`config.mk`:
```
export PLATFORM = sky130hd
export DESIGN_NAME = rcrb_top
export DESIGN_NICKNAME = d
export VERILOG_FILES = /design/src/rtl/rcrb_pkg.sv /design/src/rtl/rcrb_rail_if.sv /design/src/rtl/rcrb_trim_decode.sv /design/src/rtl/rcrb_top.sv
export VERILOG_INCLUDE_DIRS = /design/src /design/src/rtl
export SDC_FILE = /design/constraint.sdc
export NUM_CORES = 1
export LEC_CHECK = 0
export ABC_AREA = 1
export BUFFER_PORTS_ARGS = -buffer_cell sky130_fd_sc_hd__buf_2
export CORE_UTILIZATION = 44
export DETAILED_ROUTE_END_ITERATION = 10
export GPL_ROUTABILITY_DRIVEN = 0
export PLACE_DENSITY_LB_ADDON = 0.05
export SYNTH_ARGS = -nofsm -noshare
export SYNTH_HDL_FRONTEND = slang
export SYNTH_SLANG_ARGS = --single-unit
```
`constraint.sdc`:
```
create_clock -name clock -period 1.2 [get_ports clock]
set_input_delay 0.06 -clock clock [delete_from_list [all_inputs] [get_ports clock]]
set_output_delay 0.06 -clock clock [all_outputs]
set_load 0.02 [all_outputs]
```
`src/rtl/rcrb_consts.svh`:
```
`ifndef RCRB_CONSTS_SVH
`define RCRB_CONSTS_SVH

// ----------------------------------------
// Register indices (byte address is index * 4)
// ----------------------------------------
`define RCRB_IDX_SWITCHED  8'h35
`define RCRB_IDX_RAIL12    8'h36
`define RCRB_IDX_RAIL10    8'h37

// ----------------------------------------
// Reset values
// ----------------------------------------
`define RCRB_RST_SWITCHED  8'h0a
`define RCRB_RST_RAIL12    8'h3a
`define RCRB_RST_RAIL10    8'h1a

// ----------------------------------------
// Field positions and masks
// ----------------------------------------
`define RCRB_MODE_LSB      0
`define RCRB_EXIT_LSB      2
`define RCRB_VSEL_LSB      4
`define RCRB_R12_LP_BIT    7
`define RCRB_R10_LP_LSB    6
`define RCRB_SW_WR_MASK    8'h0f

// ----------------------------------------
// Trim values, signed, in steps of 0.5 %
// ----------------------------------------
`define RCRB_R12_TRIM_TOP  8'sh06
`define RCRB_R12_LP_TRIM   8'shfa
`define RCRB_R10_TRIM_C0   8'sh0a
`define RCRB_R10_TRIM_C1   8'sh00
`define RCRB_R10_TRIM_C2   8'shfb
`define RCRB_R10_TRIM_C3   8'shf6
`define RCRB_R10_LP_BASE   8'shf6

`endif

```
`src/rtl/rcrb_pkg.sv`:
```
package rcrb_pkg;

  // Converter operating class decoded from a two-bit mode field
  typedef enum logic [1:0] {
    RCRB_MODE_OFF,
    RCRB_MODE_AUTO,
    RCRB_MODE_PWM
  } rcrb_mode_t;

  // Whole state of the register bank
  typedef struct packed {
    logic [7:0]        switchedReg;
    logic [7:0]        rail12Reg;
    logic [7:0]        rail10Reg;
    logic              standbyPrev;
    logic              ack;
    logic [31:0]       readData;
    logic              switchedOn;
    rcrb_mode_t        rail12Mode;
    rcrb_mode_t        rail10Mode;
    logic signed [7:0] rail12Trim;
    logic signed [7:0] rail10Trim;
    logic              rail12Low;
    logic              rail10Low;
  } rcrb_state_t;

  // Shared by both converter rails
  function automatic rcrb_mode_t modeClass(input logic [1:0] field);
    case (field)
      2'h0:    modeClass = RCRB_MODE_OFF;
      2'h3:    modeClass = RCRB_MODE_PWM;
      default: modeClass = RCRB_MODE_AUTO;
    endcase
  endfunction : modeClass

endpackage : rcrb_pkg

```
`src/rtl/rcrb_rail_if.sv`:
```
`timescale 1ns/10ps

// Carries register fields to the set-point decoder and trims back
interface rcrb_rail_if;
  logic              standbyActive;
  logic [7:0]        rail12Reg;
  logic [7:0]        rail10Reg;
  logic signed [7:0] rail12Trim;
  logic signed [7:0] rail10Trim;
  logic              rail12Low;
  logic              rail10Low;

  modport ctrl (output standbyActive, rail12Reg, rail10Reg,
                input  rail12Trim, rail10Trim, rail12Low, rail10Low);
  modport dec  (input  standbyActive, rail12Reg, rail10Reg,
                output rail12Trim, rail10Trim, rail12Low, rail10Low);
endinterface : rcrb_rail_if

```
`src/rtl/rcrb_trim_decode.sv`:
```
`timescale 1ns/10ps
`include "rcrb_consts.svh"

module rcrb_trim_decode (
  // Register fields in, set points out
  rcrb_rail_if.dec rails
);
  import rcrb_pkg::*;

  logic [2:0] r12Sel;
  logic [1:0] r10Sel;
  logic [1:0] r10Lp;

  // ----------------------------------------
  // Set-point selection
  // ----------------------------------------
  // Low-power points only apply while standby is held; release falls back
  always_comb begin
    r12Sel          = rails.rail12Reg[`RCRB_VSEL_LSB +: 3];
    r10Sel          = rails.rail10Reg[`RCRB_VSEL_LSB +: 2];
    r10Lp           = rails.rail10Reg[`RCRB_R10_LP_LSB +: 2];
    rails.rail12Low = rails.standbyActive && rails.rail12Reg[`RCRB_R12_LP_BIT];
    rails.rail10Low = rails.standbyActive && (r10Lp != 2'h0);
    // Each code step is 1 %, i.e. two half-percent units
    rails.rail12Trim = `RCRB_R12_TRIM_TOP - 8'(signed'({4'h0, r12Sel, 1'b0}));
    if (rails.rail12Low) begin
      rails.rail12Trim = `RCRB_R12_LP_TRIM;
    end
    case (r10Sel)
      2'h0:    rails.rail10Trim = `RCRB_R10_TRIM_C0;
      2'h1:    rails.rail10Trim = `RCRB_R10_TRIM_C1;
      2'h2:    rails.rail10Trim = `RCRB_R10_TRIM_C2;
      default: rails.rail10Trim = `RCRB_R10_TRIM_C3;
    endcase
    if (rails.rail10Low) begin
      rails.rail10Trim = `RCRB_R10_LP_BASE + 8'(signed'({5'h0, r10Lp, 1'b0}));
    end
  end

endmodule : rcrb_trim_decode

```
`src/rtl/rcrb_top.sv`:
```
// Chosen here: register access over Avalon-MM.
`timescale 1ns/10ps
`include "rcrb_consts.svh"

// Functional notes
// Standby exit copies nonzero exit action into mode
// Switched rail off at 00, on otherwise
// Converter mode: off, auto, or forced PWM
// Rail12 low-power bit applies minus 3 percent
// Rail12 select maps eight one-percent steps
// Rail10 low-power code selects minus 4/3/2 percent
// Rail10 select maps four fixed voltages
// Rail12 register at 0x36, reset 0x3a
// Rail10 register at 0x37, reset 0x1a
// Switched register at 0x35, upper nibble read-only
// Leaving standby restores normal voltage select

module rcrb_top (
  // Clock and reset
  input  wire logic                clock,
  input  wire logic                reset,
  input  wire logic                clockEnable,
  // Avalon-MM slave
  input  wire logic [9:0]          address,
  input  wire logic                read,
  input  wire logic                write,
  input  wire logic [31:0]         writedata,
  input  wire logic [3:0]          byteenable,
  output logic [31:0]              readdata,
  output logic                     waitrequest,
  // Platform standby, low while standby is requested
  input  wire logic                standbyRequestN,
  // Rail controls
  output logic                     switchedRailOn,
  output rcrb_pkg::rcrb_mode_t     rail12Mode,
  output logic signed [7:0]        rail12Trim,
  output logic                     rail12LowPower,
  output rcrb_pkg::rcrb_mode_t     rail10Mode,
  output logic signed [7:0]        rail10Trim,
  output logic                     rail10LowPower
);
  import rcrb_pkg::*;

  // ----------------------------------------
  // Helpers
  // ----------------------------------------

  // Word index from a byte address; low two bits ignored
  function automatic logic [7:0] regIndex(input logic [9:0] addr);
    regIndex = addr[9:2];
  endfunction : regIndex

  // Copies the exit-action field into the mode field unless it is 00
  function automatic logic [7:0] applyExit(input logic [7:0] regVal);
    logic [1:0] action;
    action    = regVal[`RCRB_EXIT_LSB +: 2];
    applyExit = regVal;
    if (action != 2'h0) begin
      applyExit[`RCRB_MODE_LSB +: 2] = action;
    end
  endfunction : applyExit

  // ----------------------------------------
  // State
  // ----------------------------------------
  rcrb_state_t stateQ;
  rcrb_state_t stateD;

  logic        request;
  logic        accept;
  logic        commit;
  logic        exitEdge;
  logic [7:0]  index;
  logic [7:0]  wrByte;
  logic [7:0]  rdByte;

  rcrb_rail_if rails ();

  // ----------------------------------------
  // Set-point decoder
  // ----------------------------------------
  rcrb_trim_decode rcrb_trim_decode_i (
    .rails (rails.dec)
  );

  // Decoder sees the stored registers and the live standby level
  always_comb begin
    rails.standbyActive = ~standbyRequestN;
    rails.rail12Reg     = stateQ.rail12Reg;
    rails.rail10Reg     = stateQ.rail10Reg;
  end

  // ----------------------------------------
  // Bus handshake
  // ----------------------------------------
  // One wait state: the request is seen, then acknowledged a cycle later.
  // A frozen clock enable keeps waitrequest high so no beat is lost.
  always_comb begin
    request     = read || write;
    accept      = request && !stateQ.ack;
    commit      = request && stateQ.ack && clockEnable;
    waitrequest = request && !commit;
    index       = regIndex(address);
    wrByte      = writedata[7:0];
  end

  // ----------------------------------------
  // Read mux
  // ----------------------------------------
  // Unmapped indices read as zero; reserved switched bits stay zero
  always_comb begin
    case (index)
      `RCRB_IDX_SWITCHED: rdByte = stateQ.switchedReg;
      `RCRB_IDX_RAIL12:   rdByte = stateQ.rail12Reg;
      `RCRB_IDX_RAIL10:   rdByte = stateQ.rail10Reg;
      default:            rdByte = 8'h00;
    endcase
  end

  // ----------------------------------------
  // Standby edge
  // ----------------------------------------
  // Rising edge of the active-low request marks standby exit
  always_comb begin
    exitEdge = standbyRequestN && !stateQ.standbyPrev;
  end

  // ----------------------------------------
  // Next-state logic
  // ----------------------------------------
  always_comb begin
    stateD             = stateQ;
    stateD.standbyPrev = standbyRequestN;
    stateD.ack         = accept;

    // Read data is captured when the request is first seen and
    // stands through the acknowledging edge
    if (accept) begin
      stateD.readData = {24'h000000, rdByte};
    end

    // A write lands only on the edge that completes the transfer;
    // an unmapped index or a cleared low byte lane drops it silently
    if (commit && write && byteenable[0]) begin
      case (index)
        `RCRB_IDX_SWITCHED: begin
          stateD.switchedReg = wrByte & `RCRB_SW_WR_MASK;
        end
        `RCRB_IDX_RAIL12: begin
          stateD.rail12Reg = wrByte;
        end
        `RCRB_IDX_RAIL10: begin
          stateD.rail10Reg = wrByte;
        end
        default: begin
          stateD.readData = stateD.readData;
        end
      endcase
    end

    // Standby exit is applied after any write in the same cycle,
    // so the hardware event wins over a coincident software update
    if (exitEdge) begin
      stateD.switchedReg = applyExit(stateD.switchedReg);
      stateD.rail12Reg   = applyExit(stateD.rail12Reg);
      stateD.rail10Reg   = applyExit(stateD.rail10Reg);
    end

    // Registered rail outputs follow the current registers
    stateD.switchedOn = (stateQ.switchedReg[`RCRB_MODE_LSB +: 2] != 2'h0);
    stateD.rail12Mode = modeClass(stateQ.rail12Reg[`RCRB_MODE_LSB +: 2]);
    stateD.rail10Mode = modeClass(stateQ.rail10Reg[`RCRB_MODE_LSB +: 2]);

    // Set points: low-power while standby is held, normal once it ends
    stateD.rail12Trim = rails.rail12Trim;
    stateD.rail10Trim = rails.rail10Trim;
    stateD.rail12Low  = rails.rail12Low;
    stateD.rail10Low  = rails.rail10Low;
  end

  // ----------------------------------------
  // State register
  // ----------------------------------------
  // Synchronous reset; clock enable low freezes every bit
  always_ff @(posedge clock) begin
    if (reset) begin
      stateQ.switchedReg <= `RCRB_RST_SWITCHED;
      stateQ.rail12Reg   <= `RCRB_RST_RAIL12;
      stateQ.rail10Reg   <= `RCRB_RST_RAIL10;
      stateQ.standbyPrev <= 1'b1;
      stateQ.ack         <= 1'b0;
      stateQ.readData    <= 32'h00000000;
      stateQ.switchedOn  <= 1'b1;
      stateQ.rail12Mode  <= RCRB_MODE_AUTO;
      stateQ.rail10Mode  <= RCRB_MODE_AUTO;
      stateQ.rail12Trim  <= 8'sh00;
      stateQ.rail10Trim  <= 8'sh00;
      stateQ.rail12Low   <= 1'b0;
      stateQ.rail10Low   <= 1'b0;
    end else if (clockEnable) begin
      stateQ <= stateD;
    end
  end

  // ----------------------------------------
  // Outputs
  // ----------------------------------------
  always_comb begin
    readdata       = stateQ.readData;
    switchedRailOn = stateQ.switchedOn;
    rail12Mode     = stateQ.rail12Mode;
    rail12Trim     = stateQ.rail12Trim;
    rail12LowPower = stateQ.rail12Low;
    rail10Mode     = stateQ.rail10Mode;
    rail10Trim     = stateQ.rail10Trim;
    rail10LowPower = stateQ.rail10Low;
  end

endmodule : rcrb_top

```
==> results.ini <==
[logic_synthesis]
synth_cells = 363
synth_top_area_cell = dfxtp_1
ys_seq_area_share_pct = 34.5
ys_ff_latch = 45
ys_warn_count = 0
ys_top_cells_by_area = dfxtp_1 34%, buf_4 15%, nand2_1 12%
synth_cell_type_count = 30
yosysMostFrequentCell = nand2_1
synth_top_area_share_pct = 34.5
synth_edf_count = 0
synth.avg_cell_area_um2 = 7.20
synthTopCellsByCount = 84 x nand2_1, 53 x buf_4, 45 x dfxtp_1
async_reset_ff_share_pct = 0
syn_area_um2 = 2610
synth-main-ff-cell = dfxtp_1

[cts]
clock-root-buffer = clkbuf_8
cts.sinks = 45
cts_inserted_buffers = 5
cts_tree = done
cts_max_path_buffers = 2
cts_max_level = 2
clk_pin_slew_worst_paths_ns = 0.09
clk_latency_ns = 0.29

[final_layout]
multi_input_area_um2 = 1310
n_antenna_cell = 0
nets = 475
area.sequential_um2 = 903
postLayoutCoreUtil_pct = 55.8
area_delta_synth_final_pct = 19.8
nFillCells = 569
drive_above_1_share_pct = 33.8

[worst_setup_path]
cp_max_fo = 6
worstPathArrival_ns = 1.46
worst-r2r-cell-count = 8
startpoint_type = register
cp.required_ns = 1.39
endpoint_kind = register
critical_path_class = register to register

[drt]
ant_nets = 0
routed_wirelength_mm = 5.66
detail_route.vias_per_cell = 4.57
drt_iter0_markers = 98
dr.pass1.iters = 4
vias = 2247
drc_errors = 0
wl_per_cell_um = 11.5

[global_route]
grt_antenna_before_repair = 0
overflow = 0
first_global_vias = 1938
grt_max_degree = 27
grt_pass1_wl_mm = 9.03
grt.total_usage_pct = 18.5

[power]
leakage_nw = 1.61
power_mw = 3.24
peakVddDrop_mv = 0.741
powerDensity_nw_per_um2 = 1040

[run_status]
failed_checks = setup timing
outcome = finished, violations left

[timing]
rsz0062_at_grt = true
slew_violations = 0
fmax_mhz = 789
whs_ns = 0.0512
fin_crit_ns = 1.27
setup_ws_ns = -0.0674
finalHoldViolations = 0
clock_skew_ns = 0.00805
fin_crit_sh_pct = 106
setup_viol = 7

[floorplanning]
die-area_um2 = 6250
die_width_um = 79.1
die_h_um = 79.1
io_pins = 108
start_util_pct = 46.6
rows = 27
coreArea_um2 = 5610

[min_path]
holdPathStages = 3
hp-class = input pin to register

[placement]
hpwl_mm = 4.16
port_buffers = 53

[flow_run]
drv_cap = 0

-- cell type report --
class / count / area share, %
tap: 72 / 2.88
sequential: 45 / 28.9
timing repair buffer: 87 / 17.5
inverter: 42 / 5.12
multi-input combinational: 238 / 41.8
clock inverter: 2 / 1.20
clock buffer: 6 / 2.64
-- critical path: stages, from the launching register on --
cell	delay, ns
dfxtp_2	0.36
nand3_4	0.10
nor2_8	0.17
buf_4	0.16
nand3_1	0.11
nand3_2	0.11
nand2_1	0.06
nand2_1	0.05
nand2_1	0.05
-- routing by layer --
metal  track usage (%)  up-vias  wire length (µm)  part of all wire, %
li1                  -     1188                 -                    -
met1              26.5     1003              2860                   51
met2              28.2       54              2550                   45
met3              3.56        2               217                  3.8
met4              4.91        0                23                 0.41
met5                 0        -                 0                    0
-- report_power, final --
group	total, mW	leakage (nW)	switching (mW)	internal, mW
combinational	0.481	1.18	0.323	0.158
clock	1.20	0.0574	0.523	0.677
sequential	1.56	0.368	0.0292	1.53
-- final timing paths --
path	from	to	slack, ns
min reg2reg	rail10Trim[2]$_SDFFE_PP0P_	rail10Trim[2]$_SDFFE_PP0P_	0.46
min	writedata[7]	rails.rail12Reg[7]$_SDFFE_PP0P_	0.05
max reg2reg	stateQ[55]$_SDFFE_PP0P_	rails.rail12Reg[1]$_SDFFE_PP1P_	-0.07
max	stateQ[55]$_SDFFE_PP0P_	rails.rail12Reg[1]$_SDFFE_PP1P_	-0.07
-- state kept, by name, summed over array words and instances (netlist names), 2 cells and up --
| name | cells |
|---|---|
| rails.rail10Reg | 8 |
| stateQ | 6 |
| rail10Mode | 2 |
| rails.rail12Reg | 8 |
| rail10Trim | 5 |
| readdata | 8 |
| rail12Trim | 3 |
| rail12Mode | 2 |
-- stage by stage --
stage	instance area, µm²	std cells	worst slack (ns)	TNS, ns
finish	3130	492	-0.0674	-0.337
global route	3130	492	-0.155	-1.07
CTS	3030	491	-0.0755	-0.524
detailed placement	2820	478	-0.0825	-0.409
global placement	2820	478	-0.0563	-0.341
floorplan	2710	387	-0.0164	-0.0185
-- timing repair --
action / in CTS / in global routing
resized for setup: 23 / 24
hold buffers: 2 / 0
setup endpoints to repair: 12 / 23
setup buffers: 3 / 1
gates cloned: 0 / 0
pin swaps: 9 / 11
endpoints found under the hold margin: 2 / 0
-- layout by cell type, fill, tap and decap left out, drive strengths merged --
master       instances
inv                 42
dfxtp               45
clkbuf               6
buf                 85
nand3               21
clkinvlp             1
ha                   4
o22ai                4
o221ai               2
nand4                2
o211ai               5
nand2               90
o21ai               28
dlygate4sd3          2
bufinv               1
a21oi               26
conb                25
nor2                26
nor3                 5
-- logic make-up after synthesis --
family	synth area share, %
adder cells (fa/ha/maj)	1.91
flip-flops	34.5
AND/OR/NAND/NOR	25.9
buffers and inverters	23.4
other	0.143
AO/OA/AOI/OAI	14.1
No activity file was read; power rests on OpenSTA's default activity.
